$ cat src/hdl/pui_pkg.sv
// Package: register map, field positions, reset values and types
package pui_pkg;

  // Register byte offsets
  localparam logic [7:0] OPT_OFS    = 8'h00; // option switches, rw
  localparam logic [7:0] STAT_OFS   = 8'h04; // status, read; w1c parity error, change and cleared bits
  localparam logic [7:0] DATA_OFS   = 8'h08; // user data latch, read pops
  localparam logic [7:0] PANEL_OFS  = 8'h0C; // panel, interlocks, lines/page
  localparam logic [7:0] VFU_OFS    = 8'h10; // selected bottom-of-form channel, read only; writes ignored

  // Option field positions within OPT register
  localparam int OPT_NOT_INST   = 0;
  localparam int OPT_PI_DIS     = 1;
  localparam int OPT_D8_DIS     = 2;
  localparam int OPT_CLR_LOW    = 3;
  localparam int OPT_LOW_TRUE   = 4;
  localparam int OPT_PAR_D8     = 5;
  localparam int OPT_PAR_PI     = 6;
  localparam int OPT_PAR_EN     = 7;
  localparam int OPT_SKIPOVER   = 8;
  localparam int OPT_BOF_SEL_A  = 9;
  localparam int OPT_BOF_SEL_B  = 10;
  localparam int OPT_TAPE_UNIT  = 12;
  localparam int OPT_PM_ALT     = 13;
  localparam int OPT_TOF_CH9    = 14;
  localparam int OPT_PM_CH9     = 15;

  // Status field positions
  localparam int ST_FULL     = 0;
  localparam int ST_PAR_ERR  = 1;
  localparam int ST_CHANGE   = 2;
  localparam int ST_SKIP     = 3;
  localparam int ST_TAPE_RD  = 4;
  localparam int ST_CLEARED  = 5;

  localparam logic [15:0] OPT_RESET = 16'h0000;
  localparam logic [3:0]  VFU_RESET = 4'h0;

  // Debounce: 1 ms interlock settling time at 125 MHz
  localparam int MCLK_MHZ     = 125;
  localparam int DEB_US       = 1000;
  localparam int DEB_CYCLES   = DEB_US * MCLK_MHZ;
  localparam int DEB_W        = 17;
  localparam int N_ILK        = 4;

  // Tape channel numbers for bottom of form selection
  localparam logic [3:0] BOF_CH_00 = 4'd12;
  localparam logic [3:0] BOF_CH_01 = 4'd11;
  localparam logic [3:0] BOF_CH_10 = 4'd2;
  localparam logic [3:0] BOF_CH_11 = 4'd8;

  // Forms length selector code to lines per page
  localparam logic [7:0] LPP_TAB [16] = '{
    8'd66, 8'd72, 8'd84, 8'd88, 8'd11, 8'd12, 8'd14, 8'd17,
    8'd22, 8'd24, 8'd28, 8'd33, 8'd42, 8'd44, 8'd51, 8'd60};

  typedef struct packed {
    logic       strobe;
    logic [7:0] data;
    logic       paper_instruction_line;
    logic       parity;
    logic       buffer_clear;
  } pui_host_in_t;

  typedef struct packed {
    logic paper_moving_status;
    logic top_of_form;
    logic verify;
    logic verify_oe_n;
    logic no_format_unit;
  } pui_host_out_t;

  typedef struct packed {
    logic [15:0]          opt;
    logic [3:0]           vertical_format_unit;
    logic [7:0]           data;
    logic                 pi;
    logic                 full;
    logic                 par_err;
    logic                 change;
    logic                 skip;
    logic                 tape_rd;
    logic                 cleared;
    logic                 strobe_q;
    logic                 alarm_q;
    logic [N_ILK-1:0]     ilk;
    logic [N_ILK-1:0]     ilk_raw;
    logic [DEB_W-1:0]     deb_cnt;
    logic [7:0]           lpp;
    pui_host_out_t        hout;
    logic [31:0]          prdata;
    logic                 pready;
    logic                 pslverr;
    logic                 started;
  } pui_state_t;

endpackage : pui_pkg

$ cat src/hdl/pui_top.sv
// Printer user interface configuration front end with APB registers
// Overview of operation
// RL1: Option settings are readable by the processor in a register.
// RL2: One received character held in a latch until the processor reads it.
// RL3: Interlock inputs are debounced before the processor sees them.
// RL4: Panel state readable; alarm/clear activation sets a change flag.
// RL5: Forms length selector is translated to lines per page.
// RL6: Not-installed option reports no format unit and drives verify path.
// RL7: Paper-instruction disable blocks the line from the control latch.
// RL8: Eighth-bit disable gates data bit 8 before the data latch.
// RL9: Buffer-clear polarity option selects low or high active clear.
// RL10: Interface polarity option selects low-true or high-true signalling.
// RL11: Parity-data option makes data bit 8 the eighth parity input.
// RL12: Parity-instruction option makes paper instruction the eighth input.
// RL13: Parity enable option turns received data parity checking on or off.
// RL14: Skipover extends a stop between bottom and top of form to top.
// RL15: Two options select bottom-of-form channel 12, 11, 2 or 8.
// RL16: Tape unit option requests a tape read after reset; options reset to zero, so only newly setting the option requests one.
// RL17: Paper-moving source option picks real motion or alternate report.
// RL18: Alternate report carries channel 9 or format-unit ready.
// RL19: Top-of-form line reports channel 9 or channel 1.
// RL20: Polarity is one inversion at receivers and drivers.
// RL21: Options are sampled on the clock and act from reset onward.
module pui_top (
  input  wire logic                  mclk,
  input  wire logic                  rst,
  input  wire logic                  psel,
  input  wire logic                  penable,
  input  wire logic                  pwrite,
  input  wire logic [7:0]            paddr,
  input  wire logic [31:0]           pwdata,
  output logic      [31:0]           prdata,
  output logic                       pready,
  output logic                       pslverr,
  input  wire pui_pkg::pui_host_in_t host_in,
  output pui_pkg::pui_host_out_t     host_out,
  input  wire logic                  paper_motion,
  input  wire logic [12:1]           tape_channel,
  input  wire logic                  fu_ready,
  input  wire logic [pui_pkg::N_ILK-1:0] interlock_in,
  input  wire logic                  alarm_clear_sw,
  input  wire logic [3:0]            forms_length_selector,
  output logic                       bottom_of_form,
  output logic                       skip_active,
  output logic                       tape_read_req
);

  pui_pkg::pui_state_t s_q;
  pui_pkg::pui_state_t s_d;

  logic                 inv;
  pui_pkg::pui_host_in_t hi;
  logic                 clr_in;
  logic [7:0]           dat;
  logic                 par8;
  logic                 par_bad;
  logic [3:0]           bof_ch;
  logic                 bof_hit;
  logic                 tof_hit;
  logic                 acc;
  logic                 wr;
  logic                 rd;

  always_comb begin
    inv     = s_q.opt[pui_pkg::OPT_LOW_TRUE];
    hi      = host_in ^ {$bits(host_in){inv}};                   // [RL10] [RL20]
    clr_in  = s_q.opt[pui_pkg::OPT_CLR_LOW] ? ~host_in.buffer_clear
                                            : host_in.buffer_clear; // [RL9]
    dat     = hi.data;
    if (s_q.opt[pui_pkg::OPT_D8_DIS]) begin
      dat[7] = 1'b0;                                             // [RL8]
    end
    par8 = 1'b0;                                                 // [RL12]
    if (s_q.opt[pui_pkg::OPT_PAR_D8]) begin
      par8 = dat[7];                                             // [RL11]
    end else if (s_q.opt[pui_pkg::OPT_PAR_PI]) begin
      par8 = hi.paper_instruction_line &
             ~s_q.opt[pui_pkg::OPT_PI_DIS];                      // [RL12]
    end
    // Odd parity across seven data bits, eighth input and parity line
    par_bad = s_q.opt[pui_pkg::OPT_PAR_EN] &
              ~(^{dat[6:0], par8, hi.parity});                   // [RL13]
    unique case ({s_q.opt[pui_pkg::OPT_BOF_SEL_A],
                  s_q.opt[pui_pkg::OPT_BOF_SEL_B]})
      2'b00: bof_ch = pui_pkg::BOF_CH_00;                        // [RL15]
      2'b01: bof_ch = pui_pkg::BOF_CH_01;
      2'b10: bof_ch = pui_pkg::BOF_CH_10;
      2'b11: bof_ch = pui_pkg::BOF_CH_11;
    endcase
    bof_hit = tape_channel[bof_ch];
    tof_hit = tape_channel[1];
    acc = psel & penable;
    wr  = acc & pwrite;
    rd  = acc & ~pwrite;
  end

  always_comb begin
    s_d = s_q;
    s_d.strobe_q = hi.strobe;
    s_d.alarm_q  = alarm_clear_sw;
    s_d.pready   = acc & ~s_q.pready;
    s_d.pslverr  = 1'b0;
    s_d.prdata   = 32'h0000_0000;
    // Data latch: one character at a time, extra strobes while full dropped
    if (hi.strobe && !s_q.strobe_q && !s_q.full) begin
      s_d.data = dat;                                            // [RL2]
      s_d.pi   = hi.paper_instruction_line &
                 ~s_q.opt[pui_pkg::OPT_PI_DIS];                  // [RL7]
      s_d.full = 1'b1;
      s_d.par_err = s_q.par_err | par_bad;                       // [RL13]
    end
    if (clr_in) begin
      s_d.full    = 1'b0;                                        // [RL9]
      s_d.cleared = 1'b1;
    end
    // Interlock debounce: state accepted after a stable settling interval
    s_d.ilk_raw = interlock_in;
    if (interlock_in != s_q.ilk_raw) begin
      s_d.deb_cnt = '0;
    end else if (s_q.deb_cnt ==
                 pui_pkg::DEB_W'(pui_pkg::DEB_CYCLES - 1)) begin
      s_d.ilk = s_q.ilk_raw;                                     // [RL3]
    end else begin
      s_d.deb_cnt = s_q.deb_cnt + 1'b1;
    end
    s_d.lpp = pui_pkg::LPP_TAB[forms_length_selector];           // [RL5]
    // Skipover: stopping in the bottom-to-top gap keeps paper moving
    if (s_q.skip) begin
      if (tof_hit) begin
        s_d.skip = 1'b0;
      end
    end else if (s_q.opt[pui_pkg::OPT_SKIPOVER] && bof_hit &&
                 !paper_motion) begin
      s_d.skip = 1'b1;                                           // [RL14]
    end
    if (!s_q.started) begin
      s_d.started = 1'b1;
      s_d.tape_rd = s_q.opt[pui_pkg::OPT_TAPE_UNIT];             // [RL16]
    end else if (fu_ready) begin
      s_d.tape_rd = 1'b0;
    end
    // Host drivers; paper moving, top of form and no format unit inverted once when low-true is selected
    s_d.hout.paper_moving_status = inv ^
      (s_q.opt[pui_pkg::OPT_PM_ALT]
        ? (s_q.opt[pui_pkg::OPT_PM_CH9] ? tape_channel[9] : fu_ready)
        : paper_motion);                                         // [RL17] [RL18]
    s_d.hout.top_of_form = inv ^
      (s_q.opt[pui_pkg::OPT_TOF_CH9] ? tape_channel[9]
                                     : tape_channel[1]);         // [RL19]
    s_d.hout.no_format_unit = inv ^ s_q.opt[pui_pkg::OPT_NOT_INST]; // [RL6]
    s_d.hout.verify      = 1'b0;
    s_d.hout.verify_oe_n = ~s_q.opt[pui_pkg::OPT_NOT_INST];     // [RL6]
    // APB access; one wait state, answer at second access edge
    if (rd && !s_q.pready) begin
      unique case (paddr)
        pui_pkg::OPT_OFS:   s_d.prdata = {16'h0000, s_q.opt};    // [RL1]
        pui_pkg::STAT_OFS:  s_d.prdata = {26'h000_0000, s_q.cleared,
                              s_q.tape_rd, s_q.skip, s_q.change,
                              s_q.par_err, s_q.full};
        pui_pkg::DATA_OFS:  s_d.prdata = {23'h00_0000, s_q.pi, s_q.data};
        pui_pkg::PANEL_OFS: s_d.prdata = {16'h0000, s_q.lpp, 2'b00,
                              alarm_clear_sw, 1'b0, s_q.ilk};    // [RL4]
        pui_pkg::VFU_OFS:   s_d.prdata = {28'h000_0000, bof_ch};
        default:            s_d.pslverr = 1'b1;
      endcase
    end
    // Write error flagged with the answer; write lands at the answer edge
    if (wr && !s_q.pready) begin
      unique case (paddr)
        pui_pkg::OPT_OFS, pui_pkg::STAT_OFS, pui_pkg::DATA_OFS,
        pui_pkg::PANEL_OFS, pui_pkg::VFU_OFS: ;
        default: s_d.pslverr = 1'b1;
      endcase
    end
    if (wr && s_q.pready) begin
      unique case (paddr)
        pui_pkg::OPT_OFS: begin
          s_d.opt = pwdata[15:0];                                // [RL21]
          // A newly selected tape unit asks for a tape read
          if (pwdata[pui_pkg::OPT_TAPE_UNIT] &&
              !s_q.opt[pui_pkg::OPT_TAPE_UNIT]) begin
            s_d.tape_rd = 1'b1;                                  // [RL16]
          end
        end
        pui_pkg::STAT_OFS: begin
          if (pwdata[pui_pkg::ST_PAR_ERR]) s_d.par_err = 1'b0;
          if (pwdata[pui_pkg::ST_CHANGE])  s_d.change  = 1'b0;
          if (pwdata[pui_pkg::ST_CLEARED]) s_d.cleared = 1'b0;
        end
        default: ;
      endcase
    end
    if (rd && s_q.pready && paddr == pui_pkg::DATA_OFS) begin
      s_d.full = 1'b0;                                           // [RL2]
    end
    // Set wins over a simultaneous clear
    if (alarm_clear_sw && !s_q.alarm_q) begin
      s_d.change = 1'b1;                                         // [RL4]
    end
    if (hi.strobe && !s_q.strobe_q && !s_q.full && par_bad) begin
      s_d.par_err = 1'b1;                                        // [RL13]
    end
    if (clr_in) begin
      s_d.cleared = 1'b1;                                        // [RL9]
    end
    if (rst) begin
      s_d = '0;
      s_d.opt = pui_pkg::OPT_RESET;
      s_d.vertical_format_unit = pui_pkg::VFU_RESET;
      s_d.hout.verify_oe_n = 1'b1;
    end
  end

  logic bof_q;

  always_ff @(posedge mclk) begin
    s_q <= s_d;
  end

  assign prdata         = s_q.prdata;
  assign pready         = s_q.pready;
  assign pslverr        = s_q.pslverr;
  assign host_out       = s_q.hout;
  assign skip_active    = s_q.skip;
  assign tape_read_req  = s_q.tape_rd;
  assign bottom_of_form = bof_q;

  always_ff @(posedge mclk) begin
    bof_q <= rst ? 1'b0 : bof_hit;                               // [RL15]
  end
endmodule : pui_top

$ cat config.mk
export PLATFORM = sky130hd
export DESIGN_NAME = pui_top
export DESIGN_NICKNAME = d
export VERILOG_FILES = /design/src/hdl/pui_pkg.sv /design/src/hdl/pui_top.sv
export SDC_FILE = /design/constraint.sdc
export NUM_CORES = 1
export LEC_CHECK = 0
export ABC_AREA = 1
export BUFFER_PORTS_ARGS = -buffer_cell sky130_fd_sc_hd__buf_2
export CAP_MARGIN = 20
export CORE_AREA = 2 2 71 124
export DETAILED_ROUTE_END_ITERATION = 6
export DIE_AREA = 0 0 73 126
export HOLD_SLACK_MARGIN = 0.05
export PLACE_DENSITY = 0.83
export SLEW_MARGIN = 0
export SYNTH_ARGS = -nofsm -noshare
export SYNTH_HDL_FRONTEND = slang
export SYNTH_SLANG_ARGS = --single-unit
$ cat constraint.sdc
create_clock -name mclk -period 2.9 [get_ports mclk]
set_input_delay 0.58 -clock mclk [delete_from_list [all_inputs] [get_ports mclk]]
set_output_delay 0.58 -clock mclk [all_outputs]
set_load 0.1 [all_outputs]
==> results.py, run 1 <==
metrics = {
    "layout": {
        "design_area_mm2": 0.00511,
        "fin_cells": 784,
        "nNetsFinal": 776,
        "antenna_cells": 0,
        "drive_gt1_frac": 0.199,
        "seq_area_mm2": 0.00178,
        "multi_input_area_mm2": 0.00215,
        "syn_to_final_growth_pct": 12.4,
        "n_fill_cell": 735,
    },
    "routing": {
        "finalWirelength_um": 11300,
        "via_per_inst": 5.39,
        "drcViolationCount": 0,
        "dr.first_iter.drc_count": 265,
        "vias": 4228,
        "firstDrtPassIters": 7,
        "wl_per_cell_um": 14.4,
        "drt.antenna.violating_nets": 0,
    },
    "die": {
        "die_area_mm2": 0.00920,
        "die_width_um": 73,
        "die_h_um": 126,
        "core_area_mm2": 0.00820,
        "start_util": 0.554,
        "io_pins": 122,
        "rows": 44,
    },
    "setup_path": {
        "cp-start-kind": "flip-flop",
        "crit_fanout": 15,
        "slowest_stage": "dfxtp_1",
        "arrival_ns": 2.23,
        "cp_common_cell": "nand2_1",
        "crit_chain": "inv_6 -> nand2_1 -> nand2_1 -> inv_1 -> nand2_1 -> nand2_1 -> nand2_1 -> nand2_1 -> nand2_1 -> nand2_1 -> nand2_1 -> nand2_1 -> nand2_1 -> a21oi_2",
        "crit_path_end_kind": "flip-flop",
        "slowest_delay_ns": 0.84,
        "cp.required_ns": 3.18,
        "crit_type": "flip-flop to flip-flop",
    },
    "synthesis": {
        "yosys_warnings": 0,
        "netlist.area_leader.share": 0.392,
        "ys_seq_area_frac": 0.392,
        "synth_cell_types": 44,
        "syn-cell-area_mm2": 0.00455,
        "synth_cells": 624,
        "yosys.area.top_type": "dfxtp_1",
        "ys_top_cells_by_area": "dfxtp_1 39%, nand2_1 9.6%, buf_4 6.3%",
        "ys_ff_latch": 89,
        "synth_area_per_cell_um2": 7.28,
    },
    "power_and_ir_drop": {
        "ir_worst_vdd_mv": 0.312,
        "p_leak_nw": 2.26,
        "power_density_mw_per_mm2": 557,
    },
    "clock_network": {
        "cts_tree": "yes",
        "hold_buffers": 0,
        "post_cts_resize_count": 0,
        "clock_latency_ns": 0.34,
        "cts_buffers": 9,
        "cts_setup_buffers": 0,
        "cts.root.buffer_cell": "clkbuf_16",
        "htree_num_levels": 3,
        "clkTransAtPathRegs_ns": 0.06,
        "cts_buffer_depth": 2,
        "clkSinkCount": 89,
    },
    "sta": {
        "tightest_slew_ns": 0.855,
        "hold_viol_final": 0,
        "period_needed_ns": 1.94,
        "finClkSkew_ns": 0.00552,
        "slew_violations": 0,
        "fmax_mhz": 514,
        "rsz0062_at_grt": "false",
        "holdWs_ns": 0.393,
        "setup_viol": 0,
        "tns_ns": 0,
        "relSlewSlack": 0.429,
        "finalCritPeriodShare": 0.670,
    },
    "place": {
        "dp_cells": 768,
        "numPortBuffers": 88,
        "dp_hpwl_um": 8600,
        "place.gp.congestion": 0.879,
        "placed_area_mm2": 0.00478,
    },
    "grt": {
        "grt_pass1_wl_um": 18000,
        "grt_pass1_vias": 4104,
        "grt_max_degree": 33,
        "grt-ovfl-total": 0,
        "antenna_found_initial": 0,
        "globalRouteTotalUtil": 0.251,
    },
    "status": {
        "status": "complete, no violations",
    },
    "worst_hold_path": {
        "hold_path_class": "flip-flop to flip-flop",
    },
    "flow_run": {
        "drv_cap": 0,
    },
}
## placed cells by master, fill, tap and decap left out, drive strengths merged
cell | netlist | routed
o21a | 3 | 3
xnor2 | 5 | 5
a21oi | 56 | 56
clkinvlp | 0 | 1
nand3 | 20 | 20
ha | 9 | 9
xor2 | 10 | 10
a311oi | 1 | 1
nand4 | 11 | 11
a211oi | 3 | 3
o211ai | 3 | 3
a221oi | 3 | 3
clkbuf | 8 | 9
nor3 | 11 | 11
dfxtp | 89 | 89
bufinv | 0 | 2
a41oi | 1 | 1
buf | 44 | 88
clkinv | 2 | 4
inv | 75 | 77
o21ai | 54 | 54
o211a | 1 | 1
o22ai | 6 | 6
or2 | 1 | 1
nor2 | 73 | 73
conb | 1 | 17
nand2 | 126 | 126
nor4 | 5 | 5
a31oi | 1 | 1
or3 | 1 | 1
o31ai | 1 | 1
## synth_stat cells, drive strengths merged
master and n:
xor2 10, o31ai 1, nand3 20, clkbuf 8, a21oi 56, o21ai 54, a311oi 1, or2 1
dfxtp 89, ha 9, o22ai 6, a221oi 3, nor3 11, or3 1, o211a 1, conb 1
buf 44, nor2 73, o211ai 3, xnor2 5, a31oi 1, inv 75, a211oi 3, nand2 126
a41oi 1, clkinv 2, nor4 5, nand4 11, o21a 3
## kinds of logic (layout without fill, tap and decap cells)
logic type,Yosys count,after routing,share of synthesized area
AO/OA/AOI/OAI,133,133,0.162
XOR/XNOR,15,15,0.0289
adder cells (fa/ha/maj),9,9,0.0248
buffers and inverters,129,181,0.148
flip-flops,89,89,0.392
other,1,17,0.000825
AND/OR/NAND/NOR,248,248,0.244
## stage by stage
step                total power (W)  utilization  worst slack, ns
global route                0.00294        0.623            0.711
CTS                         0.00285        0.623            0.938
global placement            0.00159        0.583            0.868
floorplan                   0.00154            -            0.944
finish                      0.00285        0.623            0.956
detailed placement          0.00160        0.583            0.818
## registers in the layout, summed over array words and instances (netlist names)
register,count
s_q,63
prdata,16
host_out,4
bottom_of_form,1
inv,1
pready,1
pslverr,1
skip_active,1
tape_read_req,1
## where the power goes
group          internal [W]  leakage [nW]  total (W)  switching, W
clock              0.000764         0.158    0.00127      0.000506
sequential          0.00125         0.724    0.00126     0.0000139
combinational     0.0000767          1.38   0.000313      0.000236
## area by class of cell
type / instances / share of cell area
Inverter: 77 / 0.0576
Multi-Input combinational cell: 422 / 0.421
Timing Repair Buffer: 88 / 0.0862
Clock inverter: 7 / 0.0198
Sequential cell: 89 / 0.349
Clock buffer: 9 / 0.0441
Tap cell: 92 / 0.0225
## layer usage
| layer | GRT usage | routed length, um |
|---|---|---|
| met1 | 0.252 | 4070 |
| met2 | 0.450 | 6020 |
| met3 | 0.0464 | 572 |
| met4 | 0.168 | 642 |
| met5 | 0 | 0 |
## worst paths after layout
check | endpoint | cells after the start | start | slack (ns)
setup / recovery | s_q[79] | 14 | inv | 0.96
hold / removal | host_out[1] | 1 | s_q[94] | 0.39
setup reg to reg | s_q[79] | 14 | inv | 0.96
hold reg to reg | host_out[1] | 1 | s_q[94] | 0.39
## critical path: cells and delay by family (launching register included)
family | cells | cell delay [ns]
and+or+nand+nor | 11 | 0.71
buffers and inverters | 2 | 0.23
DFF | 1 | 0.84
AOI/OAI and AO/OA | 1 | 0.10
Note: power is estimated with default switching activity, not from simulation.
==> run 2, diff against run 1 <==
- ABC_AREA: 1 -> 0
- CORE_AREA: 2 2 71 124 -> 2 2 72 126
- DIE_AREA: 0 0 73 126 -> 0 0 74 128
- PLACE_DENSITY: 0.83 -> 0.78
- clock period: 2.9 -> 2 ns (I/O delays scaled with it)
==> results.py, run 2 <==
metrics = {
    "clock_network": {
        "htree_num_levels": 3,
        "cts.root.buffer_cell": "clkbuf_16",
        "cts_buffers": 9,
        "clock_latency_ns": 0.35,
        "clkSinkCount": 89,
        "clkTransAtPathRegs_ns": 0.06,
        "cts_buffer_depth": 2,
        "cts_setup_buffers": 0,
        "cts_tree": "yes",
        "hold_buffers": 0,
    },
    "synthesis": {
        "netlist.area_leader.share": 0.414,
        "ys_top_cells_by_area": "dfxtp_1 41%, mux2i_1 8.4%, nor2_1 7.6%",
        "yosys.area_share.simple": 0.183,
        "synth_area_per_cell_um2": 9.03,
        "synth_cell_types": 49,
        "synth_top_family_by_area": "simple AND/OR/NAND/NOR gates",
        "ys.flop_type": "dfxtp_1",
        "yosys.area.top_type": "dfxtp_1",
        "yosys_warnings": 0,
        "yosysMostFrequentCell": "dfxtp_1",
        "synth_edf_count": 0,
        "ys_ff_latch": 89,
        "synth_xor_area_frac": 0.0856,
        "synthAdderAreaFrac": 0.0262,
        "syn-cell-area_mm2": 0.00430,
        "netlist_top_cells_count": "89 x dfxtp_1, 87 x nor2_1, 37 x buf_4",
        "ys_seq_area_frac": 0.414,
        "synthMuxAreaShare": 0.0995,
        "synth_compound_area_frac": 0.0917,
        "synthArstFlopShare": 0,
        "synth_cells": 476,
    },
    "grt": {
        "grt_pass1_wl_um": 15300,
        "globalRouteTotalUtil": 0.214,
        "grt_pass1_vias": 3294,
        "antenna_found_initial": 0,
        "grt_max_degree": 50,
        "grt-ovfl-total": 0,
    },
    "place": {
        "place.gp.congestion": 0.830,
        "numPortBuffers": 88,
        "dp_hpwl_um": 7210,
        "dp_cells": 655,
        "post-place-ws_ns": -0.0224,
    },
    "die": {
        "core_area_mm2": 0.00850,
        "io_pins": 122,
        "die_width_um": 74,
        "rows": 45,
        "start_util": 0.506,
        "die_h_um": 128,
        "die_area_mm2": 0.00947,
    },
    "layout": {
        "drive_gt1_frac": 0.237,
        "top_register": "s_q",
        "largest_register_ffs": 63,
        "antenna_cells": 0,
        "nNetsFinal": 638,
        "multi_input_area_mm2": 0.00216,
        "fin_cells": 670,
        "syn_to_final_growth_pct": 17.1,
        "seq_area_mm2": 0.00178,
        "n_fill_cell": 756,
        "final_cell_mix": "88 x dfxtp_1, 88 x buf_2, 87 x nor2_1, 36 x mux2i_1, 29 x xnor2_1",
    },
    "worst_hold_path": {
        "hold_depth": 3,
        "hold_path_class": "primary input to flip-flop",
        "holdPathEnd": "s_q[100]",
        "worstHoldStart": "pwdata[6]",
    },
    "sta": {
        "slew_violations": 0,
        "period_needed_ns": 1.87,
        "setup_viol": 0,
        "rsz0062_at_grt": "false",
        "hold_viol_final": 0,
        "relSlewSlack": 0.664,
        "finClkSkew_ns": 0.00665,
        "finalWorstSetupSlack_ns": 0.128,
        "fmax_mhz": 534,
        "tightest_slew_ns": 0.504,
        "finalCritPeriodShare": 0.936,
        "tns_ns": 0,
    },
    "routing": {
        "via_per_inst": 5.06,
        "dr_wl_met3_um": 488,
        "met1Wirelength_um": 3810,
        "wl_per_cell_um": 14.2,
        "drt.antenna.violating_nets": 0,
        "vias": 3393,
        "firstDrtPassIters": 4,
        "top_layer_used": "met4",
        "dr.first_iter.drc_count": 168,
        "finalWirelength_um": 9540,
        "drcViolationCount": 0,
        "route.met2.wl_um": 4910,
    },
    "setup_path": {
        "reg2reg_depth": 7,
        "crit_type": "flip-flop to flip-flop",
        "crit_path_end_kind": "flip-flop",
        "crit_fanout": 7,
        "cp.required_ns": 2.24,
        "r2r_setup_slack_ns": 0.13,
        "r2r-end": "skip_active",
        "cp-start-kind": "flip-flop",
        "worstReg2RegStart": "s_q[103]",
        "arrival_ns": 2.11,
    },
    "status": {
        "status": "complete, no violations",
    },
    "power_and_ir_drop": {
        "ir_worst_vdd_mv": 0.539,
        "power_density_mw_per_mm2": 824,
        "p_leak_nw": 2.18,
    },
    "flow_run": {
        "drv_cap": 0,
    },
}
## run 2: cell count changes after synthesis, moves of 9 or more
cell	delta
a21oi_1	-44
a22oi_1	+10
inv_1	-53
mux2i_1	+36
nand2_1	-101
nand2_2	-10
nor2_1	+18
nor2b_1	+9
o21ai_0	-40
xnor2_1	+24
## run 2: per-layer routing
metal	vias to the layer above	global-route usage
met3	24	0.0472
met2	105	0.364
met5	-	0
met4	0	0.116
li1	1703	-
met1	1561	0.242
## run 2: cells by family after synthesis
logic type               count (synthesis)
AND/OR/NAND/NOR                        162
flip-flops                              89
buffers and inverters                   75
AO/OA/AOI/OAI                           58
XOR/XNOR                                42
multiplexers                            40
adder cells (fa/ha/maj)                  9
other                                    1
## run 2: area by class of cell
type | instances | area share
clock buffers | 11 | 0.0482
clock inverters | 4 | 0.0152
inverters | 16 | 0.0119
multi-input cells | 328 | 0.429
flip-flops and latches | 89 | 0.354
well taps | 117 | 0.0291
repair buffers | 105 | 0.113
## run 2: power breakdown
part	internal, W	total [W]	switching [W]
Clock	0.00113	0.00181	0.000686
Combinational	0.000158	0.000503	0.000345
Sequential	0.00181	0.00183	0.0000211
Total	0.00310	0.00415	0.00105
## run 2: repair_timing
| item | CTS | global route |
|---|---|---|
| resized for setup | 0 | 1 |
| endpoints found under the setup margin | 0 | 2 |
| endpoints found under the hold margin | 0 | 0 |
## run 2: stage by stage
stage	util	total power, W	instance area [um2]	hold slack [ns]
CTS	0.592	0.00417	5030	0.275
finish	0.592	0.00415	5030	0.278
global placement	0.554	0.00236	4710	0.429
floorplan	-	0.00227	4360	0.393
detailed placement	0.554	0.00237	4710	0.442
global route	0.592	0.00429	5030	0.292
## run 2: worst max-delay path, stage by stage, from the launching register on
cell     delay [ns]
dfxtp_1        0.34
inv_1          0.07
ha_2           0.41
mux2i_1        0.19
o21ai_0        0.10
o221a_2        0.26
o22a_1         0.20
a32o_1         0.20
## run 2: worst max-delay path by stage
| stage | depth (start not counted) | startpoint | end | slack, ns |
|---|---|---|---|---|
| 6_report | 7 | s_q[103] | skip_active | 0.13 |
| 5_1_grt | 7 | s_q[103] | skip_active | 0.03 |
| 4_1_cts | 7 | s_q[103] | skip_active | 0.06 |
| 3_5_place_dp | 7 | paddr[6] | s_q[94] | -0.02 |
| 3_3_place_gp | 7 | paddr[6] | inv | 0.003 |
| 2_1_floorplan | 8 | s_q[103] | skip_active | 0.01 |
==> run 3, diff against run 2 <==
- CELL_PAD_IN_SITES_DETAIL_PLACEMENT: default -> 0
- CELL_PAD_IN_SITES_GLOBAL_PLACEMENT: default -> 2
- CORE_AREA: 2 2 72 126 -> 5 5 96 164
- DIE_AREA: 0 0 74 128 -> 0 0 101 169
- PLACE_DENSITY: 0.78 -> default
- PLACE_DENSITY_LB_ADDON: default -> 0.1
==> results.py, run 3 (synthesis results as in run 2) <==
metrics = {
    "setup_path": {
        "cp-start-kind": "flip-flop",
        "r2r-end": "skip_active",
        "arrival_ns": 2.07,
        "crit_path_end_kind": "flip-flop",
        "crit_fanout": 5,
        "crit_type": "flip-flop to flip-flop",
        "r2r_setup_slack_ns": 0.17,
        "reg2reg_depth": 7,
        "worstReg2RegStart": "s_q[104]",
        "cp.required_ns": 2.23,
    },
    "clock_network": {
        "hold_buffers": 0,
        "clock_latency_ns": 0.34,
        "post_cts_resize_count": 0,
        "cts.root.buffer_cell": "clkbuf_16",
        "clkTransAtPathRegs_ns": 0.07,
        "cts_buffers": 9,
        "cts_buffer_depth": 2,
        "htree_num_levels": 3,
        "clkSinkCount": 89,
        "cts_setup_buffers": 0,
        "cts_tree": "yes",
    },
    "die": {
        "die_area_mm2": 0.0171,
        "core_area_mm2": 0.0143,
        "die_width_um": 101,
        "io_pins": 122,
        "rows": 58,
        "die_h_um": 169,
        "start_util": 0.301,
    },
    "layout": {
        "design_area_mm2": 0.00516,
        "syn_to_final_growth_pct": 20.0,
        "nNetsFinal": 646,
        "largest_register_ffs": 63,
        "final_cell_mix": "88 x dfxtp_1, 88 x buf_2, 87 x nor2_1, 36 x mux2i_1, 29 x xnor2_1",
        "top_register": "s_q",
        "fin_cells": 742,
        "fin_util": 0.361,
        "drive_gt1_frac": 0.249,
        "antenna_cells": 0,
    },
    "grt": {
        "grt-ovfl-total": 0,
        "grt_busiest_layer": "met2",
        "grt_use_met3": 0.0247,
        "use_met1": 0.158,
        "gr-usage-met2": 0.269,
        "grt_pass1_wl_um": 18700,
        "grt_pass1_vias": 3475,
        "antenna_found_initial": 0,
        "grt_max_degree": 30,
        "globalRouteTotalUtil": 0.142,
    },
    "power_and_ir_drop": {
        "ir_worst_vdd_mv": 0.464,
        "power.total_w": 0.00407,
        "p_clk_frac": 0.424,
        "p_seq_frac": 0.450,
        "pwr-share-comb": 0.126,
        "power.switching_w": 0.00109,
        "p_leak_nw": 2.21,
        "swShare": 0.267,
        "p_int_w": 0.00298,
        "power_density_mw_per_mm2": 789,
    },
    "routing": {
        "drcViolationCount": 0,
        "vias": 3352,
        "firstDrtPassIters": 4,
        "drt.antenna.violating_nets": 0,
        "wl_per_cell_um": 15.7,
        "finalWirelength_um": 11700,
        "dr.first_iter.drc_count": 86,
        "via_per_inst": 4.52,
    },
    "sta": {
        "period_needed_ns": 1.83,
        "finalWorstSetupSlack_ns": 0.165,
        "finClkSkew_ns": 0.00653,
        "setup_viol": 0,
        "fmax_mhz": 545,
        "rsz0062_at_grt": "false",
        "finalCritPeriodShare": 0.917,
        "hold_viol_final": 0,
        "slew_violations": 0,
    },
    "worst_hold_path": {
        "hold_path_class": "primary input to flip-flop",
        "worstHoldStart": "pwdata[7]",
        "hold_depth": 3,
        "holdPathEnd": "s_q[101]",
    },
    "status": {
        "status": "complete, no violations",
    },
    "place": {
        "dp_cells": 726,
        "dp_hpwl_um": 9340,
        "numPortBuffers": 88,
        "placed_area_mm2": 0.00485,
        "place.gp.congestion": 0.748,
        "post-place-ws_ns": -0.0691,
    },
    "flow_run": {
        "drv_cap": 0,
    },
}
## run 3: cell count changes in the layout (fill, tap and decap cells not counted), sizes merged
cell    delta
clkinv     +2
bufinv     -1
buf        +8
## run 3: power groups by stage
stage	registers (W)	logic, W	clock network, W
floorplan	0.00189	0.000379	0
global placement	0.00187	0.000515	0
detailed placement	0.00187	0.000517	0
CTS	0.00183	0.000520	0.00178
global route	0.00184	0.000555	0.00185
finish	0.00183	0.000513	0.00172
## run 3: final cells by class
cell class	instances	area [um2]
clock buffers	11	243
multi-input cells	328	2160
repair buffers	113	628
well taps	180	225
clock inverters	5	63.8
inverters	16	60.1
fillers	1528	9140
flip-flops and latches	89	1780
## run 3: critical path, cell delays in order (launching register included)
cell and delay, ns:
dfxtp_1 0.33, inv_1 0.06, ha_2 0.39, mux2i_1 0.19, o21ai_0 0.08, o221a_2 0.26
o22a_1 0.21, a32o_1 0.20
## run 3: layer usage
| layer | wire [um] | vias up |
|---|---|---|
| met1 | 4600 | 1561 |
| met3 | 398 | 7 |
| met4 | 149 | 0 |
| met5 | 0 | - |
| li1 | - | 1715 |
| met2 | 6540 | 69 |
## run 3: metrics by stage
step	hold slack [ns]	TNS, ns
final	0.291	0
after global routing	0.294	0
after CTS	0.281	0
after detailed placement	0.453	-0.175
after global placement	0.457	-0.120
after floorplan	0.393	0
## run 3: worst max path at each step
stage / from / end / slack, ns / cells past startpoint
finish: s_q[104] / skip_active / 0.17 / 7
global route: s_q[104] / skip_active / 0.02 / 7
CTS: s_q[103] / skip_active / 0.09 / 8
detailed placement: paddr[6] / s_q[79] / -0.07 / 7
global placement: paddr[6] / s_q[79] / -0.06 / 7
floorplan: s_q[103] / skip_active / 0.01 / 8
